**config.mk**
```make
export PLATFORM = sky130hd
export DESIGN_NAME = hub_mode_stage_sequencer
export DESIGN_NICKNAME = d
export VERILOG_FILES = /design/src/logic/seq_pkg.sv /design/src/logic/hub_mode_stage_sequencer.sv /design/src/logic/stage_timer.sv
export VERILOG_INCLUDE_DIRS = /design/src /design/src/logic
export SDC_FILE = /design/constraint.sdc
export NUM_CORES = 1
export LEC_CHECK = 0
export BUFFER_PORTS_ARGS = -buffer_cell sky130_fd_sc_hd__buf_2
export CAP_MARGIN = 20
export CORE_MARGIN = 2
export CORE_UTILIZATION = 57
export DETAILED_ROUTE_END_ITERATION = 10
export GPL_TIMING_DRIVEN = 1
export PLACE_DENSITY_LB_ADDON = 0.12
export SYNTH_ARGS = -nofsm -noshare
export SYNTH_HDL_FRONTEND = slang
export SYNTH_SLANG_ARGS = --single-unit
export TNS_END_PERCENT = 10
```
**constraint.sdc**
```tcl
create_clock -name aclk -period 3.6 [get_ports aclk]
set_clock_uncertainty 0.1 [all_clocks]
set_input_delay 0.72 -clock aclk [delete_from_list [all_inputs] [get_ports aclk]]
set_output_delay 0.72 -clock aclk [all_outputs]
set_load 0.005 [all_outputs]
```
**src/logic/seq_defs.svh**
```systemverilog
// constants for the hub mode stage sequencer: timing, register map, fields
// assumes a 10 MHz aclk; every timer count is derived from the times below, the reference idle window is a fixed 16 cycles
`ifndef SEQ_DEFS_SVH
`define SEQ_DEFS_SVH

`define CLK_PERIOD_NS             100
`define CLK_PER_MS                (1000000 / `CLK_PERIOD_NS)
`define INIT_TIME_MS              3
`define CONFIG_TIMEOUT_MS         400
`define CONTACT_DETECT_TIMEOUT_MS 10
`define SOURCE_ENABLE_TIME_MS     1
`define DETECT_END_DELAY_MS       1
`define CHGDET_TIME_MS            (`CONTACT_DETECT_TIMEOUT_MS + 2 * `SOURCE_ENABLE_TIME_MS + `DETECT_END_DELAY_MS)
`define CONNECT_DELAY_NS          1000
`define CONNECT_CYCLES            (`CONNECT_DELAY_NS / `CLK_PERIOD_NS)
`define REF_IDLE_CYCLES           5'h10
`define TIMER_W                   23

`define ADDR_INTERLOCK            8'h00
`define ADDR_HUBCFG               8'h04
`define ADDR_STATUS               8'h08
`define ADDR_EVENT                8'h0C

`define ILK_HOLD_BIT              0
`define ILK_GO_BIT                1
`define CFG_CHGDET_BIT            0
`define CFG_WAIT_BIT              1
`define CFG_HSSEL_BIT             2
`define EVT_EARLY_BIT             0
`define STAT_STAGE_LSB            0
`define STAT_STRAP_LSB            8
`define STAT_REFACT_BIT           12
`define STAT_LOCK_BIT             13
`define STAT_RES_LSB              14
`define STAT_EARLY_BIT            16

`define ILK_HOLD_RST              1'h0
`define CFG_CHGDET_RST            1'h1
`define CFG_WAIT_RST              1'h0
`define CFG_HSSEL_RST             1'h0

`define RESP_OKAY                 2'h0
`define RESP_SLVERR               2'h2

`endif

```
**src/logic/seq_pkg.sv**
```systemverilog
// types used by the stage sequencer: stages, modes, config and straps
// assumes nothing beyond a SystemVerilog compiler
package seq_pkg;

   typedef enum logic [6:0] {
      stage_idle           = 7'h01,
      stage_init           = 7'h02,
      stage_wait_reference = 7'h04,
      stage_config         = 7'h08,
      stage_charger_detect = 7'h10,
      stage_connect        = 7'h20,
      stage_comm           = 7'h40
   } stage_t;

   typedef enum logic [2:0] {
      mode_standby = 3'h1,
      mode_bypass  = 3'h2,
      mode_hub     = 3'h4
   } mode_t;

   typedef struct packed {
      logic hs_sel;
      logic connect_wait;
      logic chgdet_en;
   } hub_cfg_t;

   typedef struct packed {
      logic [1:0] ref_sel;
      logic [1:0] addr_sel;
   } straps_t;

endpackage : seq_pkg

```
**src/logic/hub_mode_stage_sequencer.sv**
```systemverilog
// hub mode stage sequencer with an axi4-lite register slave
// assumes mode pins and straps synchronous to aclk; aclk is pll or ring osc
`timescale 1ns/10ps
`include "seq_defs.svh"
module hub_mode_stage_sequencer #(
   parameter int INIT_CYCLES   = `INIT_TIME_MS * `CLK_PER_MS,
   parameter int CONFIG_CYCLES = `CONFIG_TIMEOUT_MS * `CLK_PER_MS,
   parameter int CHGDET_CYCLES = `CHGDET_TIME_MS * `CLK_PER_MS
) (
   // clock and reset
   input  wire logic        aclk,
   input  wire logic        aresetn,
   // axi4-lite write
   input  wire logic [7:0]  awaddr,
   input  wire logic        awvalid,
   output logic             awready,
   input  wire logic [31:0] wdata,
   input  wire logic [3:0]  wstrb,
   input  wire logic        wvalid,
   output logic             wready,
   output logic [1:0]       bresp,
   output logic             bvalid,
   input  wire logic        bready,
   // axi4-lite read
   input  wire logic [7:0]  araddr,
   input  wire logic        arvalid,
   output logic             arready,
   output logic [31:0]      rdata,
   output logic [1:0]       rresp,
   output logic             rvalid,
   input  wire logic        rready,
   // mode pins and straps
   input  wire logic        hub_reset_n,
   input  wire logic        bypass_sel_n,
   input  wire logic [1:0]  serial_addr_select,
   input  wire logic [1:0]  ref_freq_select,
   // clocking status
   input  wire logic        ref_clock_in,
   input  wire logic        pll_locked,
   // charger detector and soc handshake
   input  wire logic [1:0]  chg_result,
   input  wire logic        soc_handshake,
   // power, switch and link controls
   output logic             bypass_switch_on,
   output logic             regulator_en,
   output logic             core_logic_reset,
   output logic             pll_enable,
   output logic             chgdet_run,
   output logic             upstream_dplus_line,
   // open-drain interrupt
   output logic             int_n_out,
   output logic             int_n_oe
);

   ////////////////////////////////////////////////////////////////////////
   function automatic seq_pkg::mode_t decode_mode(logic rst_n, logic byp_n);
      if (rst_n && byp_n)
         return seq_pkg::mode_hub;
      else if (rst_n)
         return seq_pkg::mode_bypass;
      return seq_pkg::mode_standby;
   endfunction : decode_mode

   function automatic logic serial_ok(seq_pkg::stage_t st);
      return st inside {seq_pkg::stage_config, seq_pkg::stage_charger_detect,
                        seq_pkg::stage_connect};
   endfunction : serial_ok

   function automatic logic mapped(logic [7:0] a);
      return a inside {`ADDR_INTERLOCK, `ADDR_HUBCFG, `ADDR_STATUS, `ADDR_EVENT};
   endfunction : mapped

   ////////////////////////////////////////////////////////////////////////
   seq_pkg::mode_t    mode;
   seq_pkg::stage_t   stage;
   seq_pkg::stage_t   next_stage;
   seq_pkg::hub_cfg_t cfg;
   seq_pkg::straps_t  straps;
   logic                is_hub;
   logic                ref_q;
   logic                ref_q2;
   logic [4:0]          ref_cnt;
   logic                ref_active;
   logic                ilk_hold;
   logic                ilk_go;
   logic                hold_seen;
   logic                hs_q;
   logic                hs_evt;
   logic                early_run;
   logic                early_tried;
   logic                early_start;
   logic                early_evt;
   logic [1:0]          det_res;
   logic                tmr_load;
   logic                tmr_abort;
   logic [`TIMER_W-1:0] tmr_value;
   logic                tmr_running;
   logic                tmr_done;
   logic                aw_full;
   logic                w_full;
   logic [7:0]          awaddr_q;
   logic [31:0]         wdata_q;
   logic                wstrb0_q;
   logic                wr_fire;
   logic                wr_ok;
   logic [31:0]         rd_word;

   assign is_hub     = (mode == seq_pkg::mode_hub);
   assign ref_active = (ref_cnt != 5'h00);
   assign hs_evt     = cfg.hs_sel ? (soc_handshake && !hs_q) : ilk_go;
   assign wr_fire    = aw_full && w_full && !bvalid;
   // refused when the serial port is not usable in the current stage
   assign wr_ok      = wr_fire && serial_ok(stage) && mapped(awaddr_q) && wstrb0_q;

   stage_timer u_timer (
      .aclk       (aclk),
      .aresetn    (aresetn),
      .load       (tmr_load),
      .abort      (tmr_abort),
      .load_value (tmr_value),
      .running    (tmr_running),
      .done       (tmr_done)
   );

   ////////////////////////////////////////////////////////////////////////
   // mode pins and reference activity
   always_ff @(posedge aclk) begin
      if (!aresetn)
         mode <= seq_pkg::mode_standby;
      else
         mode <= decode_mode(hub_reset_n, bypass_sel_n);
   end

   // a reference that stops toggling reads inactive after a short window
   always_ff @(posedge aclk) begin
      if (!aresetn) begin
         ref_q   <= 1'b0;
         ref_q2  <= 1'b0;
         ref_cnt <= 5'h00;
         hs_q    <= 1'b0;
      end else begin
         ref_q  <= ref_clock_in;
         ref_q2 <= ref_q;
         hs_q   <= soc_handshake;
         if (ref_q != ref_q2)
            ref_cnt <= `REF_IDLE_CYCLES;
         else if (ref_cnt != 5'h00)
            ref_cnt <= ref_cnt - 5'h01;
      end
   end

   ////////////////////////////////////////////////////////////////////////
   // stage sequence; the timer runs on aclk, itself the pll or ring osc
   always_comb begin
      next_stage  = stage;
      tmr_load    = 1'b0;
      tmr_abort   = 1'b0;
      tmr_value   = '0;
      early_start = 1'b0;
      if (!is_hub) begin
         next_stage = seq_pkg::stage_idle;
         tmr_abort  = 1'b1;
      end else begin
         unique case (stage)
            seq_pkg::stage_idle: begin
               next_stage = seq_pkg::stage_init;
               tmr_load   = 1'b1;
               tmr_value  = `TIMER_W'(INIT_CYCLES);
            end
            seq_pkg::stage_init: begin
               if (tmr_done)
                  next_stage = seq_pkg::stage_wait_reference;
            end
            seq_pkg::stage_wait_reference: begin
               if (ref_active && pll_locked) begin
                  next_stage = seq_pkg::stage_config;
                  tmr_load   = 1'b1;
                  tmr_value  = `TIMER_W'(CONFIG_CYCLES);
               end else if (early_run && pll_locked) begin
                  tmr_abort = 1'b1;
               end else if (!ref_active && cfg.chgdet_en && !early_run && !early_tried) begin
                  early_start = 1'b1;
                  tmr_load    = 1'b1;
                  tmr_value   = `TIMER_W'(CHGDET_CYCLES);
               end
            end
            seq_pkg::stage_config: begin
               // once held, the timeout no longer applies
               if (!ilk_hold && (hold_seen || tmr_done)) begin
                  next_stage = seq_pkg::stage_charger_detect;
                  tmr_load   = cfg.chgdet_en;
                  tmr_value  = `TIMER_W'(CHGDET_CYCLES);
               end
            end
            seq_pkg::stage_charger_detect: begin
               if (!cfg.chgdet_en || tmr_done)
                  next_stage = seq_pkg::stage_connect;
            end
            seq_pkg::stage_connect: begin
               if (!upstream_dplus_line && (!cfg.connect_wait || hs_evt)) begin
                  tmr_load  = 1'b1;
                  tmr_value = `TIMER_W'(`CONNECT_CYCLES);
               end else if (upstream_dplus_line && tmr_done) begin
                  next_stage = seq_pkg::stage_comm;
               end
            end
            seq_pkg::stage_comm: begin
               next_stage = seq_pkg::stage_comm;
            end
            default: begin
               next_stage = seq_pkg::stage_idle;
            end
         endcase
      end
   end

   always_ff @(posedge aclk) begin
      if (!aresetn)
         stage <= seq_pkg::stage_idle;
      else
         stage <= next_stage;
   end

   ////////////////////////////////////////////////////////////////////////
   // early detection while the reference is missing
   always_ff @(posedge aclk) begin
      if (!aresetn) begin
         early_run   <= 1'b0;
         early_tried <= 1'b0;
      end else if (stage != seq_pkg::stage_wait_reference || !is_hub) begin
         early_run   <= 1'b0;
         early_tried <= 1'b0;
      end else if (early_start) begin
         early_run   <= 1'b1;
         early_tried <= 1'b1;
      end else if (pll_locked || tmr_done) begin
         early_run <= 1'b0;
      end
   end

   // results kept only when the early run ends on its own; set beats clear
   always_ff @(posedge aclk) begin
      if (!aresetn) begin
         early_evt <= 1'b0;
         det_res   <= 2'h0;
      end else if (stage == seq_pkg::stage_idle) begin
         early_evt <= 1'b0;
         det_res   <= 2'h0;
      end else if (early_run && tmr_done && !pll_locked) begin
         early_evt <= 1'b1;
         det_res   <= chg_result;
      end else begin
         if (stage == seq_pkg::stage_charger_detect && tmr_done)
            det_res <= chg_result;
         if (wr_ok && awaddr_q == `ADDR_EVENT && wdata_q[`EVT_EARLY_BIT])
            early_evt <= 1'b0;
      end
   end

   ////////////////////////////////////////////////////////////////////////
   // software registers; defaults reload on every pass through idle
   always_ff @(posedge aclk) begin
      if (!aresetn || stage == seq_pkg::stage_idle) begin
         ilk_hold         <= `ILK_HOLD_RST;
         ilk_go           <= 1'b0;
         cfg.chgdet_en    <= `CFG_CHGDET_RST;
         cfg.connect_wait <= `CFG_WAIT_RST;
         cfg.hs_sel       <= `CFG_HSSEL_RST;
      end else begin
         ilk_go <= 1'b0;
         if (wr_ok && awaddr_q == `ADDR_INTERLOCK) begin
            ilk_hold <= wdata_q[`ILK_HOLD_BIT];
            ilk_go   <= wdata_q[`ILK_GO_BIT];
         end
         if (wr_ok && awaddr_q == `ADDR_HUBCFG) begin
            cfg.chgdet_en    <= wdata_q[`CFG_CHGDET_BIT];
            cfg.connect_wait <= wdata_q[`CFG_WAIT_BIT];
            cfg.hs_sel       <= wdata_q[`CFG_HSSEL_BIT];
         end
      end
   end

   always_ff @(posedge aclk) begin
      if (!aresetn)
         hold_seen <= 1'b0;
      else if (stage != seq_pkg::stage_config)
         hold_seen <= 1'b0;
      else if (ilk_hold)
         hold_seen <= 1'b1;
   end

   always_ff @(posedge aclk) begin
      if (!aresetn)
         straps <= '0;
      else if (stage == seq_pkg::stage_idle && is_hub)
         straps <= {ref_freq_select, serial_addr_select};
   end

   ////////////////////////////////////////////////////////////////////////
   // pin outputs, all registered
   always_ff @(posedge aclk) begin
      if (!aresetn) begin
         bypass_switch_on    <= 1'b0;
         regulator_en        <= 1'b0;
         core_logic_reset    <= 1'b0;
         pll_enable          <= 1'b0;
         chgdet_run          <= 1'b0;
         upstream_dplus_line <= 1'b0;
         int_n_out           <= 1'b0;
         int_n_oe            <= 1'b0;
      end else begin
         bypass_switch_on <= (mode == seq_pkg::mode_bypass);
         regulator_en     <= is_hub;
         core_logic_reset <= is_hub && stage == seq_pkg::stage_idle;
         pll_enable       <= is_hub && ref_active;
         chgdet_run       <= early_run ||
                             (stage == seq_pkg::stage_charger_detect && tmr_running);
         int_n_oe         <= early_evt;
         if (stage == seq_pkg::stage_idle)
            upstream_dplus_line <= 1'b0;
         else if (stage == seq_pkg::stage_connect && tmr_load)
            upstream_dplus_line <= 1'b1;
      end
   end

   ////////////////////////////////////////////////////////////////////////
   // axi4-lite slave: address and data taken in either order
   always_ff @(posedge aclk) begin
      if (!aresetn) begin
         awready  <= 1'b1;
         wready   <= 1'b1;
         bvalid   <= 1'b0;
         bresp    <= `RESP_OKAY;
         aw_full  <= 1'b0;
         w_full   <= 1'b0;
         awaddr_q <= 8'h00;
         wdata_q  <= 32'h0000_0000;
         wstrb0_q <= 1'b0;
      end else begin
         if (awvalid && awready) begin
            aw_full  <= 1'b1;
            awready  <= 1'b0;
            awaddr_q <= awaddr;
         end
         if (wvalid && wready) begin
            w_full   <= 1'b1;
            wready   <= 1'b0;
            wdata_q  <= wdata;
            wstrb0_q <= wstrb[0];
         end
         if (wr_fire) begin
            aw_full <= 1'b0;
            w_full  <= 1'b0;
            bvalid  <= 1'b1;
            bresp   <= (serial_ok(stage) && mapped(awaddr_q)) ? `RESP_OKAY : `RESP_SLVERR;
         end
         if (bvalid && bready) begin
            bvalid  <= 1'b0;
            awready <= 1'b1;
            wready  <= 1'b1;
         end
      end
   end

   always_comb begin
      rd_word = 32'h0000_0000;
      unique case (araddr)
         `ADDR_INTERLOCK: rd_word = 32'(ilk_hold) << `ILK_HOLD_BIT;
         `ADDR_HUBCFG:    rd_word = (32'(cfg.chgdet_en) << `CFG_CHGDET_BIT) |
                                    (32'(cfg.connect_wait) << `CFG_WAIT_BIT) |
                                    (32'(cfg.hs_sel) << `CFG_HSSEL_BIT);
         `ADDR_STATUS:    rd_word = (32'(stage) << `STAT_STAGE_LSB) |
                                    (32'(straps) << `STAT_STRAP_LSB) |
                                    (32'(ref_active) << `STAT_REFACT_BIT) |
                                    (32'(pll_locked) << `STAT_LOCK_BIT) |
                                    (32'(det_res) << `STAT_RES_LSB) |
                                    (32'(early_evt) << `STAT_EARLY_BIT);
         `ADDR_EVENT:     rd_word = 32'(early_evt) << `EVT_EARLY_BIT;
         default:         rd_word = 32'h0000_0000;
      endcase
   end

   always_ff @(posedge aclk) begin
      if (!aresetn) begin
         arready <= 1'b1;
         rvalid  <= 1'b0;
         rdata   <= 32'h0000_0000;
         rresp   <= `RESP_OKAY;
      end else if (arvalid && arready) begin
         arready <= 1'b0;
         rvalid  <= 1'b1;
         if (serial_ok(stage) && mapped(araddr)) begin
            rdata <= rd_word;
            rresp <= `RESP_OKAY;
         end else begin
            rdata <= 32'h0000_0000;
            rresp <= `RESP_SLVERR;
         end
      end else if (rvalid && rready) begin
         rvalid  <= 1'b0;
         arready <= 1'b1;
      end
   end
endmodule : hub_mode_stage_sequencer

```
**src/logic/stage_timer.sv**
```systemverilog
// down counter that times init, config, charger detection, connect and the early detection run
// assumes aclk is the running core clock, pll or ring oscillator
`timescale 1ns/10ps
`include "seq_defs.svh"
module stage_timer (
   // clock and reset
   input  wire logic                aclk,
   input  wire logic                aresetn,
   // control
   input  wire logic                load,
   input  wire logic                abort,
   input  wire logic [`TIMER_W-1:0] load_value,
   // status
   output logic                     running,
   output logic                     done
);
   logic [`TIMER_W-1:0] count;

   // load wins over abort so a load always restarts the count
   always_ff @(posedge aclk) begin
      if (!aresetn) begin
         count   <= '0;
         running <= 1'b0;
         done    <= 1'b0;
      end else begin
         done <= 1'b0;
         if (load) begin
            count   <= load_value;
            running <= 1'b1;
         end else if (abort) begin
            running <= 1'b0;
         end else if (running) begin
            count <= count - `TIMER_W'(1);
            if (count == `TIMER_W'(1)) begin
               running <= 1'b0;
               done    <= 1'b1;
            end
         end
      end
   end

endmodule : stage_timer
```
; Word level (Yosys, flattened, before mapping)
; Index checks and enable logic that the tools add are counted.
[classes]
n_addsub = 2
n_bitwise = 11
n_mux = 58
n_eq_ne = 26
reduce_logical = 77
[op_table]
columns = operator, count
row1 = 32-bit one-hot mux with 4 select lines, 1
row2 = 22-bit one-hot mux with 4 select lines, 1
row3 = 23-bit two-way mux, 3
row4 = 17-bit two-way mux, 3
row5 = 7-bit one-hot mux with 7 select lines, 1
row6 = 22-bit two-way mux, 2
row7 = 7-bit two-way mux, 6
row8 = 1-bit logical AND, 33
row9 = 8-bit by 4-bit == test with 1-bit output (second input constant), 4
row10 = 32-bit two-way mux, 1
row11 = 1-bit two-way mux, 30
row12 = 23-bit by 1-bit == test with 1-bit output (second input constant), 1
row13 = 23-bit by 1-bit subtractor with 23-bit output (second input constant), 1
row14 = 16-bit by 17-bit OR with 17-bit output, 1
row15 = 8-bit by 3-bit == test with 1-bit output (second input constant), 2
row16 = 8-bit zero test, 2
row17 = 14-bit by 16-bit OR with 16-bit output, 1
row18 = 13-bit by 14-bit OR with 14-bit output, 1
row19 = 2-bit OR reduction, 7
row20 = 12-bit by 13-bit OR with 13-bit output, 1
row21 = 1-bit zero test, 12
row22 = 7-bit by 12-bit OR with 12-bit output, 1
row23 = 2-bit nonzero test, 6
row24 = 5-bit two-way mux, 2
row25 = other kinds (30), 51
[totals]
in_bits = 70
reg_bits = 120
output_inout_bits = 49
word_cells = 217

; Logic depth before layout (Yosys ltp)
[depth]
word_depth = 12
ltp_mapped = 10
ltp_nobuf = 9

; Cells and area by module
; A second synthesis with hierarchy kept.
[unflattened]
hier_cells = 544
hier_area_um2 = 4790.8
[by_module_without_submodules]
columns = module, instances, cells_per_inst, area_each_um2, seq_area_each_um2
row1 = hub_mode_stage_sequencer, 1, 384, 3429.5, 1541.5
row2 = stage_timer, 1, 160, 1361.3, 500.5

; Least setup slack after synthesis
; No wires, ideal clock.
[synth_path]
path_kind = reg2reg
startpoint = reg ref_cnt[0]
endpoint = reg u_timer.count[9]
path_buffers = 1
t_arrival_ns = 2.172
period_less_slack_ns = 2.412
setup_slack_ns = 1.188
path_stages_with_launch = 11
setup_time_ns = 0.140
required_time_ns = 3.360
path_cell_list = dfxtp_1 inv_1 ha_1 nor4b_4 and4_1 a31o_1 or4_4 and2_4 nand2_4 buf_6 o211ai_2
[synth_between]
elab_chain_len = 12
word_cells_on_any_way = 23
cone_classes = 1 x eq/ne / 14 x mux / 8 x reduce/logical
[synth_lines]
columns = element, line_no
row1 = start: declaration, hub_mode_stage_sequencer.sv:82  ; logic [4:0] ref_cnt;
row2 = start signal: assignment, hub_mode_stage_sequencer.sv:146  ; ref_cnt <= `REF_IDLE_CYCLES;
row3 = start signal: assignment, hub_mode_stage_sequencer.sv:148  ; ref_cnt <= ref_cnt - 5'h01;
row4 = 5-bit nonzero test (*), hub_mode_stage_sequencer.sv:109  ; assign ref_active = (ref_cnt != 5'h00);
row5 = 1-bit zero test, hub_mode_stage_sequencer.sv:181  ; end else if (!ref_active && cfg.chgdet_en && !early_run && !early_tried) begin
row6 = 1-bit logical AND (3 in a row), hub_mode_stage_sequencer.sv:181
row7 = 1-bit two-way mux, hub_mode_stage_sequencer.sv:181
row8 = 1-bit two-way mux, hub_mode_stage_sequencer.sv:179  ; end else if (early_run && pll_locked) begin
row9 = 1-bit two-way mux, hub_mode_stage_sequencer.sv:175  ; if (ref_active && pll_locked) begin
row10 = 1-bit one-hot mux with 4 select lines, hub_mode_stage_sequencer.sv:164  ; unique case (stage)
row11 = 1-bit two-way mux, hub_mode_stage_sequencer.sv:160  ; if (!is_hub) begin
row12 = 2-bit != test (no line) or 2-bit nonzero test (tied branches), --
row13 = 2-bit AND reduction (no line), --
row14 = end signal: assignment, stage_timer.sv:28  ; count <= load_value;
row15 = end signal: assignment, stage_timer.sv:33  ; count <= count - `TIMER_W'(1);
row16 = end: declaration, stage_timer.sv:17  ; logic [`TIMER_W-1:0] count;
; Every way passes the cells marked *; elsewhere a longest branch is shown, timed or not.
; A chain may end at the register's enable or synchronous reset.

; Worst setup path after layout
[layout_path]
startpoint = reg ref_cnt[0]
endpoint = reg u_timer.count[13]
; The elaborated chain is that of the path after synthesis.

==> metrics.cfg <==
[outcome]
status = finished clean

[timing]
fin_crit_ps = 2760
fin_crit_sh_pct = 76.7
fmax_mhz = 362
rsz0062_at_grt = no
finalMaxSlewViolations = 0
max-slew-margin-rel_pct = 58.6
finalWorstSetupSlack_ps = 838
fin_tns_setup_ps = 0
hold_violations = 0
setup_viol = 0
worst_pin_slew_ps = 615
hold_ws_ps = 331

[final_layout]
drive_above_1_share_pct = 18.4
nFillCells = 720
fin_nets = 687
stdcell_count = 723
synthToLayoutAreaGrowth_pct = 11.6
antenna_cells = 0

[pwr]
powerDensity_mw_per_mm2 = 451
pwr-share-seq_pct = 51.5
vdd_drop_max_mv = 0.266
internal_power_mw = 1.67
clkPwrFrac_pct = 32.7
leakage_nw = 2.20
p_sw_share_pct = 29.7
switching_power_mw = 0.707
p_comb_share_pct = 15.7

[setup_path]
r2r_slack_ps = 840
cp.required_ps = 3750
arrival_ps = 2910
regToRegEndpoint = u_timer.count[13]$_SDFFE_PN0P_
crit_buf_inv = 2
cp_max_fo = 13
end_kind = register
critPathLaunchType = register
r2r_start = ref_cnt[0]$_SDFFE_PP0P_
crit_family = compound AO/OA/AOI/OAI gates
crit_slowest_cell = nor4b_4
worstRegToRegCells = 10
crit_type = register to register
max_stage_delay_ps = 410
crit_chain = inv_1 -> ha_1 -> nor4b_4 -> o22ai_1 -> and4_4 -> o31ai_4 -> buf_4 -> a21o_1 -> a21boi_0 -> o221ai_1

[routing]
wirelength_mm = 11.0
drc = 0
wl_per_cell_um = 15.2
dr.pass1.iters = 6
avgViaCountPerCell = 5.79
route.vias.total = 4189
dr.first_iter.drc_count = 240
ant_nets = 0

[yosys]
synth_top_area_share_pct = 43.3
synth_area_leaders = dfxtp_1 43%, nor2_1 4.9%, nand3_1 4.7%
avgSynthCellArea_sq_um = 8.53
synthesis.area_sq_mm = 0.00472
ys_warn_count = 0
synth_edf_count = 0
yosysUniqueCellTypes = 72
synth-seq-cells = 102
synth_async_sr_flop_share_pct = 0
yosys.area.top_type = dfxtp_1
synthCells = 553
yosysSeqAreaShare_pct = 43.3
postSynth.topFlopCell = dfxtp_1

[cts]
post_cts_buffers = 0
path_clk_slew_ps = 110
clkSinkCount = 102
cts_root_buf = clkbuf_8
clk_latency_ps = 380
ctsHoldBuffers = 0
cts_tree = done
cts_buffer_depth = 2
cts_buffers = 9
cts_max_level = 3
ctsResizeCount = 0

[grt]
antenna_found_initial = 0
grt_max_degree = 38
first_global_vias = 3783
grt_pass1_wl_mm = 17.9
grt_overflow = 0
grt.total_usage_pct = 25.1

[min_path]
worstHoldStart = mode[2]$_SDFF_PN0_
hold_class = register to register
holdPathEnd = bypass_switch_on$_SDFF_PN0_
whs_path_depth = 1

[floorplan]
fp-row-count = 33
fp.coreArea_sq_mm = 0.00813
start_util_pct = 58.0
die_x_um = 95.0
fp.dieH_um = 95.0
ioPinCount = 119
die_area_sq_mm = 0.00902

[job]
cap_violations = 0

[placed_design]
dp_hpwl_mm = 8.06
dp.cells = 707
io_buffer_count = 67
place_ws_ps = 870
gp_congestion = 0.963

## cell usage in the layout, fill, tap and decap left out, types with 15 or more instances in the layout
cell / Yosys / routed
dfxtp_1: 102 / 102
buf_2: 6 / 67
nor2_1: 62 / 62
nand2_1: 44 / 44
nand3_1: 44 / 44
a21oi_1: 41 / 41
nor3_1: 22 / 22
o21ai_0: 19 / 19
conb_1: 1 / 19
inv_1: 18 / 18
a22oi_1: 15 / 15
## stage by stage
stage          util [%]  power (mW)  area [sq um]
2_1_floorplan         -        1.53          4780
3_3_place_gp       62.1        1.61          5050
3_5_place_dp       62.1        1.62          5050
4_1_cts            64.7        2.39          5270
5_1_grt            64.7        2.49          5270
6_report           64.7        2.38          5270
## kinds of logic (layout without fill, tap and decap cells)
kind of cell             after synthesis  count (layout)  share of synthesized area (%)
AO/OA/AOI/OAI                        126             126                           17.8
XOR/XNOR                              12              12                           2.23
adder cells (fa/ha/maj)                4               4                           1.06
buffers and inverters                 62             109                           6.87
flip-flops                           102             102                           43.3
multiplexers                           8               8                           1.96
other                                  1              19                         0.0795
AND/OR/NAND/NOR                      238             238                           26.7
## cell usage after synthesis, drive strengths merged, types with 2 or more instances
| library cell | number |
|---|---|
| inv | 18 |
| nand2 | 46 |
| nand2b | 2 |
| o22ai | 5 |
| dfxtp | 102 |
| mux2i | 7 |
| a32oi | 2 |
| nand4 | 4 |
| nor3 | 26 |
| xnor2 | 7 |
| a22oi | 15 |
| o211ai | 7 |
| o2111ai | 2 |
| xor2 | 5 |
| nor4b | 4 |
| a21boi | 2 |
| o21a | 6 |
| and2 | 11 |
| nor2b | 3 |
| nand3b | 4 |
| and4 | 3 |
| o21ai | 21 |
| nor4 | 4 |
| and3 | 7 |
| a221oi | 2 |
| a21o | 2 |
| a211oi | 4 |
| clkbuf | 15 |
| nor2 | 62 |
| o311ai | 2 |
| nor3b | 6 |
| nand3 | 44 |
| a21oi | 41 |
| or3 | 3 |
| buf | 28 |
| a31oi | 7 |
| ha | 4 |
| or4 | 5 |
## per-layer routing
metal,vias to the layer above,GRT usage (%),share of wire [%]
met5,-,0,0
li1,2069,-,-
met1,1973,33.9,46
met3,16,4.79,5.3
met2,131,40.5,48
met4,0,7.85,1.6
## state kept, by name, summed over array words and instances, names as in the netlist, 2 cells and up
register       flops
awaddr_q           8
cfg                3
det_res            2
mode               3
rdata             16
ref_cnt            5
stage              7
straps             4
u_timer.count     23
wdata_q            3
## layout make-up
type	count	area (sq um)	share of cell area (%)
clock buffers	9	124	2.35
clock inverters	7	91.3	1.73
inverters	19	71.3	1.35
multi-input cells	407	2420	45.9
flip-flops and latches	102	2040	38.8
well taps	105	131	2.49
repair buffers	74	388	7.37
## power groups by stage
stage	sequential, mW	combinational, mW	clock, mW
finish	1.22	0.374	0.778
global route	1.23	0.423	0.833
CTS	1.22	0.375	0.787
detailed placement	1.25	0.374	0
global placement	1.25	0.360	0
floorplan	1.24	0.291	0
## how the worst max path moves through the flow
| stage | from | to | slack, ps | cells past startpoint |
|---|---|---|---|---|
| floorplan | ref_cnt[0]$_SDFFE_PP0P_ | u_timer.count[9]$_SDFFE_PN0P_ | 1190 | 10 |
| global placement | ref_cnt[0]$_SDFFE_PP0P_ | u_timer.count[13]$_SDFFE_PN0P_ | 910 | 10 |
| detailed placement | ref_cnt[0]$_SDFFE_PP0P_ | u_timer.count[13]$_SDFFE_PN0P_ | 870 | 10 |
| CTS | ref_cnt[0]$_SDFFE_PP0P_ | u_timer.count[13]$_SDFFE_PN0P_ | 840 | 10 |
| global route | ref_cnt[0]$_SDFFE_PP0P_ | u_timer.count[13]$_SDFFE_PN0P_ | 580 | 10 |
| finish | ref_cnt[0]$_SDFFE_PP0P_ | u_timer.count[13]$_SDFFE_PN0P_ | 840 | 10 |
Power figures use the tool's default switching activity.
